### src/design/stcw_consts.vh
`ifndef STCW_CONSTS_VH
`define STCW_CONSTS_VH
// word geometry
`define STCW_WORD_W        24
`define STCW_CNT_W         5
`define STCW_BITS_FULL     5'h18
`define STCW_CNT_ONE       5'h01
// field positions, msb first on the wire
`define STCW_ADDR_HI       23
`define STCW_ADDR_LO       21
`define STCW_ADDR_VAL      3'h1
`define STCW_ATT_HI        20
`define STCW_ATT_LO        14
`define STCW_DIV_HI        13
`define STCW_DIV_LO        12
`define STCW_MODE_BIT      11
`define STCW_SE_BIT        10
`define STCW_SM1_BIT       9
`define STCW_SM2_BIT       8
`define STCW_TAIL_HI       7
`define STCW_TAIL_LO       0
`define STCW_TAIL_VAL      8'hFF
// attenuation code layout
`define STCW_ATT_W         7
`define STCW_FINE_STEPS    7'h3C
`define STCW_COARSE_STEPS  7'h0E
`define STCW_ATT_MAX       7'h4A
// attenuation in tenths of a dB
`define STCW_ATT_DB_W      9
`define STCW_FINE_DB       9'h002
`define STCW_COARSE_DB     9'h014
`define STCW_FINE_SPAN_DB  9'h078
// divider ratios
`define STCW_RATIO_W       4
`define STCW_RATIO_BASE    4'h6
`endif

### src/design/stcw_top.v
`timescale 1ns/10ps
`include "stcw_consts.vh"
module stcw_top (
    // clock and reset
    input  wire                       mclk_i,
    input  wire                       reset_n_i,
    // serial control pins
    input  wire                       sclk_i,
    input  wire                       sdata_i,
    input  wire                       strobe_i,
    input  wire                       transmit_gate_i,
    // decoded controls
    output wire [`STCW_ATT_W-1:0]     attenuation_code_o,
    output reg  [`STCW_ATT_DB_W-1:0]  atten_tenth_db_o,
    output wire                       divide_select_high_o,
    output wire                       divide_select_low_o,
    output reg  [`STCW_RATIO_W-1:0]   divide_ratio_o,
    output wire                       driver_mode_o,
    output wire                       offset_synth_enable_o,
    output wire                       lo_buffer_sleep_o,
    output wire                       refclk_buffer_sleep_o,
    output wire                       synth_active_o,
    output wire                       vga_enable_o
);
    ////////////////////////////////////////////////////////////////////////
    wire sclk_s;
    wire sdata_s;
    wire strobe_s;
    wire gate_s;

    stcw_sync u_sync_clk (
        .mclk_i    (mclk_i),
        .reset_n_i (reset_n_i),
        .async_i   (sclk_i),
        .sync_o    (sclk_s)
    );
    stcw_sync u_sync_dat (
        .mclk_i    (mclk_i),
        .reset_n_i (reset_n_i),
        .async_i   (sdata_i),
        .sync_o    (sdata_s)
    );
    stcw_sync u_sync_stb (
        .mclk_i    (mclk_i),
        .reset_n_i (reset_n_i),
        .async_i   (strobe_i),
        .sync_o    (strobe_s)
    );
    stcw_sync u_sync_txg (
        .mclk_i    (mclk_i),
        .reset_n_i (reset_n_i),
        .async_i   (transmit_gate_i),
        .sync_o    (gate_s)
    );

    ////////////////////////////////////////////////////////////////////////
    // edge detection on synced pins
    reg sclk_d_ff;
    reg strobe_d_ff;
    reg gate_d_ff;
    always @(posedge mclk_i) begin
        if (!reset_n_i) begin
            sclk_d_ff   <= 1'b0;
            strobe_d_ff <= 1'b0;
            gate_d_ff   <= 1'b0;
        end else begin
            sclk_d_ff   <= sclk_s;
            strobe_d_ff <= strobe_s;
            gate_d_ff   <= gate_s;
        end
    end
    wire sclk_rise   = sclk_s & ~sclk_d_ff;
    wire strobe_fall = ~strobe_s & strobe_d_ff;
    wire gate_fall   = ~gate_s & gate_d_ff;

    ////////////////////////////////////////////////////////////////////////
    // holding shift register, msb first
    reg  [`STCW_WORD_W-1:0] hold_ff;
    wire [`STCW_WORD_W-1:0] nxt_hold = {hold_ff[`STCW_WORD_W-2:0], sdata_s};
    always @(posedge mclk_i) begin
        if (!reset_n_i)
            hold_ff <= {`STCW_WORD_W{1'b0}};
        else if (sclk_rise)
            hold_ff <= nxt_hold;
    end

    ////////////////////////////////////////////////////////////////////////
    // bits seen since last strobe, saturating; blocks loads of partial words
    reg [`STCW_CNT_W-1:0] bit_cnt_ff;
    reg [`STCW_CNT_W-1:0] nxt_bit_cnt;
    always @* begin
        nxt_bit_cnt = bit_cnt_ff;
        if (strobe_fall)
            nxt_bit_cnt = {`STCW_CNT_W{1'b0}};
        else if (sclk_rise && (bit_cnt_ff != `STCW_BITS_FULL))
            nxt_bit_cnt = bit_cnt_ff + `STCW_CNT_ONE;
    end
    always @(posedge mclk_i) begin
        if (!reset_n_i)
            bit_cnt_ff <= {`STCW_CNT_W{1'b0}};
        else
            bit_cnt_ff <= nxt_bit_cnt;
    end
    wire word_full = (bit_cnt_ff == `STCW_BITS_FULL);

    wire addr_hit = (hold_ff[`STCW_ADDR_HI:`STCW_ADDR_LO] == `STCW_ADDR_VAL) &&
                    (hold_ff[`STCW_TAIL_HI:`STCW_TAIL_LO] == `STCW_TAIL_VAL);

    ////////////////////////////////////////////////////////////////////////
    // one transfer per strobe pulse
    reg                     loaded_ff;
    reg [`STCW_WORD_W-1:0]  work_ff;
    wire load = strobe_s & addr_hit & word_full & ~loaded_ff;
    always @(posedge mclk_i) begin
        if (!reset_n_i) begin
            loaded_ff <= 1'b0;
            work_ff   <= {`STCW_WORD_W{1'b0}};
        end else begin
            if (!strobe_s)
                loaded_ff <= 1'b0;
            else if (load)
                loaded_ff <= 1'b1;
            if (load)
                work_ff <= hold_ff;
        end
    end

    assign attenuation_code_o    = work_ff[`STCW_ATT_HI:`STCW_ATT_LO];
    assign divide_select_high_o  = work_ff[`STCW_DIV_HI];
    assign divide_select_low_o   = work_ff[`STCW_DIV_LO];
    assign driver_mode_o         = work_ff[`STCW_MODE_BIT];
    assign offset_synth_enable_o = work_ff[`STCW_SE_BIT];
    assign lo_buffer_sleep_o     = work_ff[`STCW_SM1_BIT];
    assign refclk_buffer_sleep_o = work_ff[`STCW_SM2_BIT];

    ////////////////////////////////////////////////////////////////////////
    // attenuation code to tenths of a dB, codes above max clamp at -40 dB
    reg [`STCW_ATT_W-1:0]    att_clamp;
    reg [`STCW_ATT_W-1:0]    coarse_n;
    reg [`STCW_ATT_DB_W-1:0] nxt_att_db;
    always @* begin
        att_clamp = (attenuation_code_o > `STCW_ATT_MAX) ? `STCW_ATT_MAX : attenuation_code_o;
        coarse_n  = {`STCW_ATT_W{1'b0}};
        if (att_clamp <= `STCW_FINE_STEPS) begin
            nxt_att_db = `STCW_FINE_DB * {2'h0, att_clamp};
        end else begin
            coarse_n   = att_clamp - `STCW_FINE_STEPS;
            nxt_att_db = `STCW_FINE_SPAN_DB + `STCW_COARSE_DB * {2'h0, coarse_n};
        end
    end

    always @(posedge mclk_i) begin
        if (!reset_n_i) begin
            atten_tenth_db_o <= {`STCW_ATT_DB_W{1'b0}};
            divide_ratio_o   <= `STCW_RATIO_BASE;
        end else begin
            atten_tenth_db_o <= nxt_att_db;
            divide_ratio_o   <= `STCW_RATIO_BASE + {2'h0, work_ff[`STCW_DIV_HI:`STCW_DIV_LO]};
        end
    end

    ////////////////////////////////////////////////////////////////////////
    // synthesizer-active latch, strobe set wins over gate clear
    reg synth_active_ff;
    always @(posedge mclk_i) begin
        if (!reset_n_i)
            synth_active_ff <= 1'b0;
        else if (strobe_fall && work_ff[`STCW_SE_BIT])
            synth_active_ff <= 1'b1;
        else if (gate_fall)
            synth_active_ff <= 1'b0;
    end
    assign synth_active_o = synth_active_ff;
    assign vga_enable_o   = synth_active_ff & gate_s;
endmodule

### src/design/stcw_sync.v
`timescale 1ns/10ps
module stcw_sync (
    // clock and reset
    input  wire mclk_i,
    input  wire reset_n_i,
    // async level in, synced level out
    input  wire async_i,
    output wire sync_o
);
    reg meta_ff;
    reg sync_ff;
    always @(posedge mclk_i) begin
        if (!reset_n_i) begin
            meta_ff <= 1'b0;
            sync_ff <= 1'b0;
        end else begin
            meta_ff <= async_i;
            sync_ff <= meta_ff;
        end
    end
    assign sync_o = sync_ff;
endmodule

### config.mk
export PLATFORM = sky130hd
export DESIGN_NAME = stcw_top
export DESIGN_NICKNAME = d
export VERILOG_FILES = /design/src/design/stcw_top.v /design/src/design/stcw_sync.v
export VERILOG_INCLUDE_DIRS = /design/src /design/src/design
export SDC_FILE = /design/constraint.sdc
export NUM_CORES = 1
export LEC_CHECK = 0
export ABC_AREA = 0
export BUFFER_PORTS_ARGS = -buffer_cell sky130_fd_sc_hd__buf_2
export CORE_UTILIZATION = 61
export DETAILED_ROUTE_END_ITERATION = 10
export PLACE_DENSITY = 0.84
export REMOVE_ABC_BUFFERS = 1
export SYNTH_ARGS = -nofsm -noshare
export SYNTH_HDL_FRONTEND = slang
export SYNTH_SLANG_ARGS = --single-unit
### constraint.sdc
create_clock -name mclk_i -period 5.3 [get_ports mclk_i]
set_input_delay 1.59 -clock mclk_i [delete_from_list [all_inputs] [get_ports mclk_i]]
set_output_delay 1.59 -clock mclk_i [all_outputs]
set_load 0.01 [all_outputs]
==> impl_metrics.toml <==
[setup_path]
startpoint_type = "flip-flop"
worstSetupPathType = "reg2reg"
crit_path_top_delay_cell = "fa_1"
endpoint_kind = "flip-flop"
timing.rr.start = "work_ff[18]"
cpMostUsedCell = "ha_1"
critPathMaxFanout = 10
arrival_ns = 3.69
crit_path_cell_trace = "or2_2 -> o21ai_0 -> nand2_1 -> inv_1 -> ha_1 -> ha_1 -> ha_1 -> fa_1 -> or3_1 -> a211oi_1 -> nor3_1 -> mux2_2"
reg2reg_depth = 12
required_ns = 5.52
r2r_end = "atten_tenth_db_o[8]"
slowest_delay_ns = 0.47
r2r_slack_ns = 1.84

[clock_network]
cts-buffers-inserted = 9
root_buffer = "clkbuf_8"
cts.sinks = 66
clkTransAtPathRegs_ns = 0.07
cts_tree = "yes"
h-tree-depth = 3
clk-insertion-delay-late_ns = 0.34
post_cts_buffers = 0
ctsResizeCount = 0
cts_hold_buf = 0
cts_max_path_buffers = 2

[global_routing]
antenna_found_initial = 0
grt_max_degree = 40
grt_pass1_vias = 1742
grt_pass1_wl_um = 7620
grt_overflow_total = 0
grtUsageTotal = 0.228

[route]
routedWlPerCell_um = 12.8
finalWirelength_um = 4890
postRouteAntennaNets = 0
num_vias = 2035
vias_per_cell = 5.33
dr.pass1.iters = 6
drc = 0
dr.first_iter.drc_count = 163

[logic_synthesis]
synthCells = 300
synthesis.area_um2 = 2700
synth_top_family_by_area = "simple AND/OR/NAND/NOR gates"
synthArstFlopShare = 0
synth_edf_count = 0
synth_seq_cells = 66
yosysSeqAreaShare = 0.489
synth-compound-area-share = 0.103
synthXorXnorAreaFrac = 0.0389
synthSimpleGateAreaFrac = 0.209
synth_mux_area_frac = 0.0524
post_synth_num_cell_types = 41
yosys_most_used_dff = "dfxtp_1"
ys_warn_count = 0
synthAdderAreaFrac = 0.0538
syn_avg_cell_area_um2 = 9.00

[timing]
hold_viol = 0
skew_ns = 0.00614
setup_tns_ns = 0
final-setup-viol-count = 0
worst_slew_pin_slew_ns = 1.17
grt_setup_unrepaired = "no"
finalMaxSlewViolations = 0
min_period_ns = 3.46
period_share = 0.653
relSlewSlack = 0.216
clock.fmax_mhz = 289

[final_layout]
final_area_um2 = 3030
syn_to_final_growth_pct = 12.2
final_core_util = 0.736
n_antenna_cell = 0
multi_input_area_um2 = 1240
seq_area_um2 = 1320
fillers = 318
nets = 344
drive_gt1_frac = 0.160

[pwr]
swShare = 0.213
clkPwrFrac = 0.441
p_comb_frac = 0.021
p_leak_nw = 1.27
switchingPower_w = 0.000198
power_density_nw_per_um2 = 307
finalPower_w = 0.000932
seq_power_share = 0.538
intPower_w = 0.000733
ir_worst_vdd_mv = 0.266

[floorplan]
fp-row-count = 23
core_area_um2 = 4120
start_util = 0.656
dieWidth_um = 68.5
io_pins = 34
die_h_um = 68.5
dieArea_um2 = 4700

[min_path]
hold_path.startpoint = "work_ff[13]"
holdPathEnd = "divide_ratio_o[2]"
hold_path_class = "reg2reg"
hold_depth = 1

[status]
status = "finished, final reports clean"

[run]
drv_cap = 0

[placed_design]
routabilityCongestion = 0.846
dpl_cell_area_um2 = 2840
port_buffers = 32
post-dp-hpwl_um = 3200
-- flip-flops by register name (all words and copies together), names as in the netlist, 3 cells and up --
signal / flops
atten_tenth_db_o: 8
hold_ff: 24
bit_cnt_ff: 5
work_ff: 13
divide_ratio_o: 3
-- through the flow --
stage | worst slack, ns | hold WS [ns] | cells
after floorplan | 2.01 | 0.412 | 283
after global placement | 1.93 | 0.396 | 366
after detailed placement | 1.87 | 0.410 | 366
after CTS | 1.85 | 0.425 | 382
after global routing | 1.66 | 0.466 | 382
final | 1.84 | 0.421 | 382
-- worst max-delay path, delay by kind of cell (launching register included) --
| kind | cells | cell delay (ns) |
|---|---|---|
| adders and majority gates | 4 | 1.24 |
| and+or+nand+nor | 4 | 0.87 |
| AOI/OAI and AO/OA | 2 | 0.50 |
| DFF | 1 | 0.40 |
| muxes | 1 | 0.26 |
| buffers and inverters | 1 | 0.08 |
-- cell usage after synthesis (2+ instances only) --
master / number / area, um2
dfxtp_1: 66 / 1320
nand2_1: 55 / 206
a21oi_1: 31 / 155
nor2_1: 24 / 90.1
and2_1: 15 / 93.8
mux2i_1: 13 / 130
inv_1: 12 / 45.0
clkbuf_1: 10 / 37.5
ha_1: 10 / 125
xnor2_1: 9 / 78.8
o21ai_0: 5 / 25.0
nand3_1: 4 / 20.0
a21o_1: 3 / 22.5
nand2b_1: 3 / 18.8
nand4_1: 3 / 18.8
o22ai_1: 3 / 18.8
xor2_1: 3 / 26.3
buf_2: 2 / 10.0
buf_4: 2 / 15.0
nand4b_1: 2 / 17.5
nor2b_1: 2 / 12.5
nor3_1: 2 / 10.0
o21a_1: 2 / 15.0
o32ai_1: 2 / 17.5
-- cells in the final DEF, fill, tap and decap left out, drive strengths merged, types with 5 or more instances in the layout --
master / synthesis / final
a21oi: 31 / 31
and2: 15 / 15
buf: 5 / 33
clkbuf: 12 / 11
dfxtp: 66 / 66
ha: 10 / 10
inv: 12 / 12
mux2i: 13 / 13
nand2: 55 / 55
nor2: 24 / 24
o21ai: 5 / 5
xnor2: 9 / 9
-- final cells by class --
type | instances | area share
sequential | 66 | 0.436
multi-input combinational | 205 | 0.409
timing repair buffer | 33 | 0.0553
inverter | 12 | 0.0149
clock inverter | 5 | 0.0178
clock buffer | 11 | 0.0467
tap | 50 | 0.0206
-- cells by family after synthesis --
| family | count (synthesis) |
|---|---|
| xor+xnor | 12 |
| mux | 14 |
| compound gates | 49 |
| buf+inv | 29 |
| other cells | 1 |
| flops | 66 |
| fa+ha+maj | 11 |
| simple gates | 118 |
-- power by group through the flow --
stage | combinational [W] | clock, W | sequential [W]
4_1_cts | 0.0000195 | 0.000414 | 0.000502
3_5_place_dp | 0.0000195 | 0 | 0.000513
2_1_floorplan | 0.0000119 | 0 | 0.000512
3_3_place_gp | 0.0000193 | 0 | 0.000513
6_report | 0.0000194 | 0.000411 | 0.000502
5_1_grt | 0.0000214 | 0.000437 | 0.000502
-- routing by layer --
metal  GRT usage  vias up  wire length (um)
li1            -     1042                 -
met1       0.288      921              2320
met2       0.349       61              2200
met3      0.0543       11               258
met4       0.143        0               108
met5           0        -                 0
-- how the worst max path moves through the flow --
| stage | slack, ns | endpoint | from |
|---|---|---|---|
| 4_1_cts | 1.85 | atten_tenth_db_o[8] | work_ff[18] |
| 6_report | 1.84 | atten_tenth_db_o[8] | work_ff[18] |
| 5_1_grt | 1.66 | atten_tenth_db_o[8] | work_ff[18] |
| 3_3_place_gp | 1.93 | atten_tenth_db_o[8] | work_ff[18] |
| 2_1_floorplan | 2.01 | atten_tenth_db_o[8] | work_ff[18] |
| 3_5_place_dp | 1.87 | atten_tenth_db_o[8] | work_ff[18] |
Note: power is estimated with default switching activity, not from simulation.
